--- src/rtl/sleep_wdt_pkg.sv ---
// Purpose: shared constants for the sleep power and watchdog block
// Assumes: 32-bit classic wishbone, word-aligned registers
// Notes: time-out select follows the prescale table of the period field
package sleep_wdt_pkg;
  // register byte offsets
  localparam logic [7:0] regulator_sleep_control_off = 8'h00;
  localparam logic [7:0] watchdog_control_off = 8'h04;
  localparam logic [7:0] power_status_off = 8'h08;
  localparam logic [7:0] irq_status_off = 8'h0c;
  localparam logic [7:0] irq_mask_off = 8'h10;
  // regulator_sleep_control fields
  localparam int lowpower_sleep_select_bit = 1;
  localparam int reg_reserved_bit = 0;
  localparam logic [7:0] regulator_sleep_control_rst = 8'h01;
  // watchdog control fields
  localparam int soft_watchdog_enable_bit = 0;
  localparam int period_sel_lsb = 1;
  localparam int period_sel_msb = 5;
  localparam logic [4:0] period_sel_rst = 5'h0b;
  localparam logic [4:0] period_sel_max = 5'h12;
  // power status fields
  localparam int timeout_status_bit = 0;
  localparam int powerdown_status_bit = 1;
  localparam int sleeping_bit = 2;
  localparam int regulator_lowpower_bit = 3;
  // interrupt bits
  localparam int irq_wdt_wake_bit = 0;
  localparam int irq_sleep_exit_bit = 1;
  localparam int irq_width = 2;
  // watchdog mode encodings
  localparam logic [1:0] wdt_mode_off = 2'h0;
  localparam logic [1:0] wdt_mode_soft = 2'h1;
  localparam logic [1:0] wdt_mode_awake = 2'h2;
  localparam logic [1:0] wdt_mode_on = 2'h3;
  // timing: 31 kHz oscillator, 32 ticks per nominal 1 ms base interval
  localparam int min_prescale_log2 = 5;
  localparam int wdt_count_width = 24;
  localparam int clk_freq_hz = 10_000_000;
  localparam int stab_delay_us = 20;
  localparam int stab_delay_cycles = (stab_delay_us * (clk_freq_hz / 1_000_000) > 0) ?
    stab_delay_us * (clk_freq_hz / 1_000_000) : 1;
  localparam int stab_count_width = 16;
endpackage

--- src/rtl/wdt_ctl_if.sv ---
// Purpose: control and status link between the top and the watchdog counter
// Assumes: single clock domain
// Notes: the tick is a one-cycle pulse per rising oscillator edge
`timescale 1ns/1ps
interface wdt_ctl_if;
  logic run;
  logic clear;
  logic tick;
  logic [4:0] period_sel;
  logic expired;
  modport ctl (output run, output clear, output tick, output period_sel, input expired);
  modport cnt (input run, input clear, input tick, input period_sel, output expired);
endinterface

--- src/rtl/wdt_counter.sv ---
// Purpose: watchdog count of oscillator ticks against the selected period
// Assumes: tick is one clk cycle wide, at most every other cycle
// Notes: expired pulses for one cycle, on the same tick that restarts the count
`timescale 1ns/1ps
module wdt_counter
(
  // clock and reset
  input wire logic clk_i,
  input wire logic rst_i,
  // control
  wdt_ctl_if.cnt ctl
);
  logic [sleep_wdt_pkg::wdt_count_width-1:0] count_reg;
  logic [sleep_wdt_pkg::wdt_count_width-1:0] limit;
  logic expired_reg;

  // reserved codes above the table fall back to the shortest interval
  function automatic logic [sleep_wdt_pkg::wdt_count_width-1:0] period_limit(
    input logic [4:0] sel);
    logic [4:0] eff;
    eff = (sel > sleep_wdt_pkg::period_sel_max) ? 5'h00 : sel;
    period_limit = (sleep_wdt_pkg::wdt_count_width)'(1) <<
      (eff + 5'(sleep_wdt_pkg::min_prescale_log2));
    period_limit = period_limit - 1'b1;
  endfunction

  assign limit = period_limit(ctl.period_sel);
  assign ctl.expired = expired_reg;

  always_ff @(posedge clk_i)
  begin
    if (rst_i || ctl.clear || !ctl.run)
    begin
      count_reg <= '0;
      expired_reg <= 1'b0;
    end
    else if (ctl.tick)
    begin
      if (count_reg >= limit)
      begin
        count_reg <= '0;
        expired_reg <= 1'b1;
      end
      else
      begin
        count_reg <= count_reg + 1'b1;
        expired_reg <= 1'b0;
      end
    end
    else
    begin
      expired_reg <= 1'b0;
    end
  end
endmodule

--- src/rtl/sleep_power_watchdog.sv ---
// Purpose: sleep-time regulator control and watchdog with wishbone registers
// Assumes: sleep request and wake event come from the core as pulses
// Notes: watchdog counts the slow oscillator, sampled on clk_i
`timescale 1ns/1ps
module sleep_power_watchdog
(
  // clock and reset
  input wire logic clk_i,
  input wire logic rst_i,
  // wishbone slave
  input wire logic cyc_i,
  input wire logic stb_i,
  input wire logic we_i,
  input wire logic [7:0] adr_i,
  input wire logic [3:0] sel_i,
  input wire logic [31:0] dat_i,
  output logic [31:0] dat_o,
  output logic ack_o,
  // core and configuration
  input wire logic [1:0] watchdog_mode_cfg_i,
  input wire logic watchdog_clear_instr_i,
  input wire logic sleep_enter_i,
  input wire logic wake_event_i,
  input wire logic incompat_periph_en_i,
  input wire logic low_freq_internal_osc_i,
  // power and reset outputs
  output logic regulator_lowpower_o,
  output logic sleeping_o,
  output logic core_run_o,
  output logic wdt_reset_o,
  output logic irq_o
);
  typedef enum logic [1:0] {pw_awake, pw_sleep, pw_stabilize} pw_state_t;

  wdt_ctl_if wdt_bus ();

  pw_state_t state_reg;
  logic lowpower_sleep_select_reg;
  logic lowpower_latched_reg;
  logic soft_watchdog_enable_reg;
  logic [4:0] period_sel_reg;
  logic timeout_status_reg;
  logic powerdown_status_reg;
  logic [sleep_wdt_pkg::irq_width-1:0] irq_status_reg;
  logic [sleep_wdt_pkg::irq_width-1:0] irq_mask_reg;
  logic [sleep_wdt_pkg::stab_count_width-1:0] stab_cnt_reg;
  logic osc_q_reg;
  logic tick_reg;
  logic wb_req;
  logic wr_stb;
  logic wr_lo;
  logic wdt_run;
  logic in_sleep;
  logic wake_now;
  logic [sleep_wdt_pkg::irq_width-1:0] irq_set;
  logic [31:0] rd_data;

  // word decode shared by write and read paths
  function automatic logic hit(input logic [7:0] a, input logic [7:0] off);
    hit = (a[7:2] == off[7:2]);
  endfunction

  assign wb_req = cyc_i && stb_i && !ack_o;
  assign wr_stb = wb_req && we_i;
  assign wr_lo = wr_stb && sel_i[0];
  assign in_sleep = (state_reg == pw_sleep);

  // mode decode of the watchdog
  always_comb
  begin
    unique case (watchdog_mode_cfg_i)
      sleep_wdt_pkg::wdt_mode_on: wdt_run = 1'b1;
      sleep_wdt_pkg::wdt_mode_awake: wdt_run = !in_sleep;
      sleep_wdt_pkg::wdt_mode_soft: wdt_run = soft_watchdog_enable_reg;
      sleep_wdt_pkg::wdt_mode_off: wdt_run = 1'b0;
    endcase
  end

  assign wdt_bus.run = wdt_run && (state_reg != pw_stabilize);
  // cleared on the clear instruction and on every sleep entry or exit
  assign wdt_bus.clear = watchdog_clear_instr_i ||
    (sleep_enter_i && state_reg == pw_awake) || wake_now;
  assign wdt_bus.tick = tick_reg;
  assign wdt_bus.period_sel = period_sel_reg;
  assign wake_now = in_sleep && (wake_event_i || wdt_bus.expired);

  wdt_counter u_counter
  (
    .clk_i(clk_i),
    .rst_i(rst_i),
    .ctl(wdt_bus)
  );

  // rising edge of the slow oscillator; no system clock time base
  always_ff @(posedge clk_i)
  begin
    if (rst_i)
    begin
      osc_q_reg <= 1'b0;
      tick_reg <= 1'b0;
    end
    else
    begin
      osc_q_reg <= low_freq_internal_osc_i;
      tick_reg <= low_freq_internal_osc_i && !osc_q_reg;
    end
  end

  // power state sequencing
  always_ff @(posedge clk_i)
  begin
    if (rst_i)
    begin
      state_reg <= pw_awake;
      lowpower_latched_reg <= 1'b0;
      stab_cnt_reg <= '0;
    end
    else
    begin
      unique case (state_reg)
        pw_awake:
          if (sleep_enter_i)
          begin
            state_reg <= pw_sleep;
            lowpower_latched_reg <= lowpower_sleep_select_reg;
          end
        pw_sleep:
          if (wake_now)
          begin
            if (lowpower_latched_reg && !incompat_periph_en_i)
            begin
              state_reg <= pw_stabilize;
              stab_cnt_reg <= (sleep_wdt_pkg::stab_count_width)'(
                sleep_wdt_pkg::stab_delay_cycles - 1);
            end
            else
            begin
              state_reg <= pw_awake;
            end
          end
        pw_stabilize:
          if (stab_cnt_reg == '0)
          begin
            state_reg <= pw_awake;
          end
          else
          begin
            stab_cnt_reg <= stab_cnt_reg - 1'b1;
          end
      endcase
    end
  end

  // regulator, sleep and run outputs from flops
  always_ff @(posedge clk_i)
  begin
    if (rst_i)
    begin
      regulator_lowpower_o <= 1'b0;
      sleeping_o <= 1'b0;
      core_run_o <= 1'b1;
    end
    else
    begin
      // peripheral override checked live, it may be enabled mid-sleep
      regulator_lowpower_o <= in_sleep && !wake_now && lowpower_latched_reg &&
        !incompat_periph_en_i;
      sleeping_o <= in_sleep && !wake_now;
      core_run_o <= (state_reg == pw_awake && !sleep_enter_i) ||
        (state_reg == pw_stabilize && stab_cnt_reg == '0);
    end
  end

  // time-out while awake resets; while asleep it only wakes
  always_ff @(posedge clk_i)
  begin
    if (rst_i)
    begin
      wdt_reset_o <= 1'b0;
    end
    else
    begin
      wdt_reset_o <= wdt_bus.expired && !in_sleep;
    end
  end

  // status bits, active low as on the core
  always_ff @(posedge clk_i)
  begin
    if (rst_i)
    begin
      timeout_status_reg <= 1'b1;
      powerdown_status_reg <= 1'b1;
    end
    else if (in_sleep && wdt_bus.expired)
    begin
      timeout_status_reg <= 1'b0;
      powerdown_status_reg <= 1'b0;
    end
    else if (state_reg == pw_awake && sleep_enter_i)
    begin
      timeout_status_reg <= 1'b1;
      powerdown_status_reg <= 1'b0;
    end
    else if (watchdog_clear_instr_i)
    begin
      timeout_status_reg <= 1'b1;
      powerdown_status_reg <= 1'b1;
    end
  end

  // control registers
  always_ff @(posedge clk_i)
  begin
    if (rst_i)
    begin
      lowpower_sleep_select_reg <= 1'b0;
      soft_watchdog_enable_reg <= 1'b0;
      period_sel_reg <= sleep_wdt_pkg::period_sel_rst;
      irq_mask_reg <= '0;
    end
    else if (wr_lo)
    begin
      if (hit(adr_i, sleep_wdt_pkg::regulator_sleep_control_off))
      begin
        lowpower_sleep_select_reg <= dat_i[sleep_wdt_pkg::lowpower_sleep_select_bit];
      end
      if (hit(adr_i, sleep_wdt_pkg::watchdog_control_off))
      begin
        soft_watchdog_enable_reg <= dat_i[sleep_wdt_pkg::soft_watchdog_enable_bit];
        period_sel_reg <= dat_i[sleep_wdt_pkg::period_sel_msb:sleep_wdt_pkg::period_sel_lsb];
      end
      if (hit(adr_i, sleep_wdt_pkg::irq_mask_off))
      begin
        irq_mask_reg <= dat_i[sleep_wdt_pkg::irq_width-1:0];
      end
    end
  end

  // sticky events; a set in the clearing cycle wins
  assign irq_set[sleep_wdt_pkg::irq_wdt_wake_bit] = in_sleep && wdt_bus.expired;
  assign irq_set[sleep_wdt_pkg::irq_sleep_exit_bit] = wake_now;

  always_ff @(posedge clk_i)
  begin
    if (rst_i)
    begin
      irq_status_reg <= '0;
    end
    else if (wr_lo && hit(adr_i, sleep_wdt_pkg::irq_status_off))
    begin
      irq_status_reg <= (irq_status_reg & ~dat_i[sleep_wdt_pkg::irq_width-1:0]) | irq_set;
    end
    else
    begin
      irq_status_reg <= irq_status_reg | irq_set;
    end
  end

  always_ff @(posedge clk_i)
  begin
    if (rst_i)
    begin
      irq_o <= 1'b0;
    end
    else
    begin
      irq_o <= |(irq_status_reg & irq_mask_reg);
    end
  end

  // read mux; unmapped words read zero
  always_comb
  begin
    rd_data = '0;
    if (hit(adr_i, sleep_wdt_pkg::regulator_sleep_control_off))
    begin
      rd_data[sleep_wdt_pkg::reg_reserved_bit] = 1'b1;
      rd_data[sleep_wdt_pkg::lowpower_sleep_select_bit] = lowpower_sleep_select_reg;
    end
    else if (hit(adr_i, sleep_wdt_pkg::watchdog_control_off))
    begin
      rd_data[sleep_wdt_pkg::soft_watchdog_enable_bit] = soft_watchdog_enable_reg;
      rd_data[sleep_wdt_pkg::period_sel_msb:sleep_wdt_pkg::period_sel_lsb] = period_sel_reg;
    end
    else if (hit(adr_i, sleep_wdt_pkg::power_status_off))
    begin
      rd_data[sleep_wdt_pkg::timeout_status_bit] = timeout_status_reg;
      rd_data[sleep_wdt_pkg::powerdown_status_bit] = powerdown_status_reg;
      rd_data[sleep_wdt_pkg::sleeping_bit] = in_sleep;
      rd_data[sleep_wdt_pkg::regulator_lowpower_bit] = regulator_lowpower_o;
    end
    else if (hit(adr_i, sleep_wdt_pkg::irq_status_off))
    begin
      rd_data[sleep_wdt_pkg::irq_width-1:0] = irq_status_reg;
    end
    else if (hit(adr_i, sleep_wdt_pkg::irq_mask_off))
    begin
      rd_data[sleep_wdt_pkg::irq_width-1:0] = irq_mask_reg;
    end
  end

  // one-cycle ack; read data registered with it
  always_ff @(posedge clk_i)
  begin
    if (rst_i)
    begin
      ack_o <= 1'b0;
      dat_o <= '0;
    end
    else
    begin
      ack_o <= wb_req;
      dat_o <= (wb_req && !we_i) ? rd_data : '0;
    end
  end
endmodule

--- config.mk ---
export PLATFORM = sky130hd
export DESIGN_NAME = sleep_power_watchdog
export DESIGN_NICKNAME = d
export VERILOG_FILES = /design/src/rtl/sleep_wdt_pkg.sv /design/src/rtl/wdt_ctl_if.sv /design/src/rtl/wdt_counter.sv /design/src/rtl/sleep_power_watchdog.sv
export SDC_FILE = /design/constraint.sdc
export NUM_CORES = 1
export LEC_CHECK = 0
export BUFFER_PORTS_ARGS = -buffer_cell sky130_fd_sc_hd__buf_4
export CORE_ASPECT_RATIO = 1.2
export CORE_MARGIN = 2
export CORE_UTILIZATION = 45
export DETAILED_ROUTE_END_ITERATION = 16
export PLACE_DENSITY = 0.74
export SYNTH_ARGS = -nofsm -noshare
export SYNTH_HDL_FRONTEND = slang
export SYNTH_SLANG_ARGS = --single-unit
--- constraint.sdc ---
create_clock -name clk_i -period 3.25 [get_ports clk_i]
set_input_delay 0.1625 -clock clk_i [delete_from_list [all_inputs] [get_ports clk_i]]
set_output_delay 0.1625 -clock clk_i [all_outputs]
set_load 0.02 [all_outputs]
Yosys cells after proc, flatten, opt, wreduce, memory -nomap -nowiden
Cells that the tools add are included.

Bits in registers: 97. Input port bits: 56. Output and inout bits: 38. Word-level logic and storage cells: 128.

Add/subtract/negate cells: 4. Order comparisons: 2. Eq/ne operators: 15. Shift-type cells: 1. Mux-type cells: 25. Bitwise logic cells: 8. Reductions and logical operators: 49.

Operators by type and width (count): two-way mux 16 bit (3); one-hot mux 16 bit (2 select lines) (1); adder 24 x 1 -> 24 bit, second input constant (1); greater-or-equal comparator 24 bit (1); two-way mux 24 bit (1); left shift 1 x 5 -> 24 bit, first input constant (1); subtractor 24 x 1 -> 24 bit, second input constant (1); two-way mux 2 bit (10); logical AND 1 bit (18); zero test 16 bit (1); subtractor 16 x 1 -> 16 bit, second input constant (1); equality test 6 x 2 -> 1 bit, second input constant (2); zero test 1 bit (8); inequality test 2 bit, second input constant (4); AND reduction 2 bit (4); equality test 2 bit, second input constant (3); equality test 6 x 1 -> 1 bit, second input constant (1); equality test 6 x 3 -> 1 bit, second input constant (1); zero test 6 bit (1); logical OR 1 bit (6); two-way mux 1 bit (6); one-hot mux 2 bit (3 select lines) (1); OR reduction 2 bit (3); adder 5 x 3 -> 5 bit, second input constant (1); 17 further kinds (24).

Logic depth before layout (Yosys ltp)
Word-level depth: 7. Gate-level depth with buffers: 15. Depth with buffers taken out: 14.

By module
A second synthesis with hierarchy kept.

Cell total of the unflattened synthesis: 534. Area, all modules: 4376.7 sq um.

By module, submodules not included: sleep_power_watchdog (times used 1, cells an instance 267, area each 2358.5 sq um, sequential area each 920.9 sq um); wdt_counter (times used 1, cells an instance 267, area each 2018.2 sq um, sequential area each 500.5 sq um).

Least setup slack after synthesis
Ideal clock, no wire load.

Path kind: register to register. Start: register period_sel_reg[3]. End: register u_counter.count_reg[5] in the netlist's numbering. Setup time: 74 ps. Arrival: 2935 ps. Data required time: 3176 ps. Setup slack: 241 ps. Cell stages (with the launch flop): 13. Buffers on the path: 2. Period minus slack after synthesis: 3009 ps. Path through: dfxtp_1 clkbuf_1 nor2b_1 and2_1 a31oi_1 ha_1 and3_1 a21oi_1 o21ai_0 a2111oi_4 buf_2 nand3_1 a31oi_1.

Longest elaborated chain between the ends: 7.

RTL lines: from (decl) (RTL line sleep_power_watchdog.sv:41) `logic [4:0] period_sel_reg;`; from (signal assigned) (RTL line sleep_power_watchdog.sv:219) `period_sel_reg <= sleep_wdt_pkg::period_sel_rst;`; from (signal assigned) (RTL line sleep_power_watchdog.sv:231) `period_sel_reg <= dat_i[sleep_wdt_pkg::period_sel_msb:sleep_wdt_pkg::period_sel_lsb];`; greater-than comparator 5 bit (RTL line wdt_counter.sv:21) `eff = (sel > sleep_wdt_pkg::period_sel_max) ? 5'h00 : sel;`; two-way mux 5 bit * (RTL line wdt_counter.sv:21); adder 5 x 3 -> 5 bit * (RTL line wdt_counter.sv:23) `(eff + 5'(sleep_wdt_pkg::min_prescale_log2));`; left shift 1 x 5 -> 24 bit * (RTL line wdt_counter.sv:22) `period_limit = (sleep_wdt_pkg::wdt_count_width)'(1) <<`; subtractor 24 x 1 -> 24 bit * (RTL line wdt_counter.sv:24) `period_limit = period_limit - 1'b1;`; greater-or-equal comparator 24 bit * (RTL line wdt_counter.sv:39) `if (count_reg >= limit)`; two-way mux 24 bit * (RTL line wdt_counter.sv:39); to (signal assigned) (RTL line wdt_counter.sv:46) `count_reg <= count_reg + 1'b1;`; to (decl) (RTL line wdt_counter.sv:13) `logic [sleep_wdt_pkg::wdt_count_width-1:0] count_reg;`.

Mark *: on every way between the ends. The rest lies on a longest branch, timed or not. A chain may end at the register's enable or synchronous reset.

Worst setup path in the final report
Start: register period_sel_reg[2]. End: register u_counter.count_reg[19] in the netlist's numbering.

The elaborated chain is that of the path after synthesis.

==> metrics <==
FILL cells=952; CP required=3500 ps; P_leak=1.96 nW; Iter 0 DRT Violations=317; Final Cycle Share=93.4%; via count=4144; hold_buf cts=0; most used flip-flop cell after synthesis=dfxtp_1; syn avg cell area=8.02 um^2; Syn. warnings=0; Placer Congestion=0.926; Worst-Skew Late Latency=340 ps; Tot GR Track Use=between 10% and 20%; top cells by area, synth=dfxtp_1, ha_1, nor2_1; Hold Crit Depth=2; post-route ant nets=0; first-pass GRT wire length=17300 um; Worst Hold Class=input port to flip-flop; Chip Width=95.4 um; Peak VDD IR=around 0.32 mV; Avg WL per Cell=14.2 um; Final Hold Fails=0; status=complete, no violations; Die Y=approximately 110 um; setup_tns=0 ps; count of state elements after synthesis=between 70 and 80; max reg flops=24; Final Skew=roughly 6.8 ps; Clk pin slew, worst setup/hold paths=about 60 ps; R2R cell count=11; fin. max-slew vios=0; MaxCap Viol Count=0; row count=40; Final HPWL DP=~7600 um; fin crit period=about 3000 ps; pre-CTS WS=-9.80 ps; CTS HTree Levels=3; CP endpoint kind=flip-flop; Critical Path Source Type=flip-flop; vias per inst=around 5.7; Arr. time, crit path=3280 ps; Final setup viols=0; post-synthesis instance area=4510 um^2; Clock Sinks=71; Num CTS Buffers=9; share of layout cells above drive strength 1=between 10% and 20%; drc violations=0; Slew @ Worst Pin=987 ps; n_diodes=0; sequential fraction of the synthesis area=31.5%; core area=between 9000 and 10000 um^2; CTS tree=built; Die ar.=10800 um^2; Starting Density=45.5%; Placed Area=roughly 4900 um^2; RSZ-0062 raised after global routing=no; gr ovfl total=0; initial antenna violation count=0; nets=688; largest net degree at the start of global routing=32; post-route design area=5180 um^2; Pre-antenna DRT Iters=6; share of the synthesized area in the top cell type=31.5%; setup ws final=215 ps; Slew HR=between 30% and 40%; Synth area leader=dfxtp_1; vias in the first global route=between 3000 and 4000; Port-buffer cells=36; worst-path fanout max=17; Power Density=approximately 440 nW/um^2; Post-synth EDFFs=0; total wire length=between 10000 and 15000 um; Netlist cell types=59; Mapped Cells=approximately 560; worst hold slack=25.5 ps; # IOs=94; Synth-to-Final Area Change=14.8%; total power=2.27 mW; Post-synth ARST share=0%; Fmax=329 MHz; critical path type=flip-flop to flip-flop; clk root buf=clkbuf_16; CTS max path bufs=2
-- report_power, final --
part           leakage, nW  switching, mW  internal [mW]
Sequential           0.575         0.0327          0.900
Combinational         1.24          0.202          0.129
Clock                0.145          0.378          0.631
Total                 1.96          0.613           1.66
-- layout by cell type (no fill, tap or decap), types with 26 or more instances in the layout --
cell type | netlist | routed
dfxtp_1 | 71 | 71
nor2_1 | 57 | 57
buf_4 | 26 | 52
nand2_1 | 34 | 33
a21oi_1 | 32 | 32
conb_1 | 2 | 31
ha_1 | 30 | 30
nand3_1 | 29 | 29
nor3_1 | 26 | 26
nand4_1 | 26 | 26
-- routing by layer --
metal	wire [um]	up-vias	GRT usage, %
met5	0	-	0
met4	150	0	6.95
met3	424	14	3.43
met2	5320	100	33.4
met1	4500	1971	25.0
li1	-	2059	-
-- cell families after synthesis --
logic type	synth area share (%)
DFF	31.5
muxes	1.77
xor gates and xnor gates	3.88
and+or+nand+nor	30.9
adders and majority gates	8.32
buffers and inverters	8.04
AOI/OAI and AO/OA	15.4
other	0.166
-- worst paths after layout --
check	start	endpoint	slack, ps
hold / removal	dat_i[2]	period_sel_reg[1]	30
setup / recovery	period_sel_reg[2]	u_counter.count_reg[19]	210
hold reg to reg	osc_q_reg	tick_reg	390
setup reg to reg	period_sel_reg[2]	u_counter.count_reg[19]	210
-- worst max-delay path, stage by stage, from the launching register on --
cell and delay (ps):
dfxtp_1 360, or2_2 320, buf_4 150, or3_1 300, a31oi_1 180, ha_1 260
nand3_1 110, nor3_1 70, o41ai_2 450, buf_4 320, nand2_2 150, o311ai_1 280
-- final cells by class --
cell class,instances,area [um^2],area share [%]
Clock inverter,3,42.5,0.821
Tap cell,126,158,3.04
Timing Repair Buffer,52,390,7.54
Inverter,16,60.1,1.16
Clock buffer,12,256,4.95
Multi-Input combinational cell,452,2850,55.0
Sequential cell,71,1420,27.4
-- per-stage QoR --
| step | std cells | util [%] |
|---|---|---|
| floorplan | 592 | - |
| global placement | 716 | 49.0 |
| detailed placement | 716 | 49.0 |
| CTS | 731 | 52.1 |
| global route | 732 | 52.3 |
| finish | 732 | 52.3 |
-- timing repair --
action	in CTS	in global routing
endpoints found under the setup margin	1	20
buffers inserted	0	1
pin swaps	0	1
resized for setup	1	2
-- synth_stat cells, types with 6 or more instances --
library cell and instances:
a21oi_1 32, o21ai_0 17, and3_1 7, and2_1 6, dfxtp_1 71, mux2i_1 8
inv_1 16, nor3_1 26, buf_4 26, nand3_1 29, nor2_1 57, or3_1 7
nand2_1 34, xor2_1 16, nor4_1 8, a31oi_1 6, nor2b_1 13, nor4b_1 7
nand4_1 26, clkbuf_1 18, ha_1 30, or2_2 6, nand2b_1 18
No activity file was read; power rests on OpenSTA's default activity.
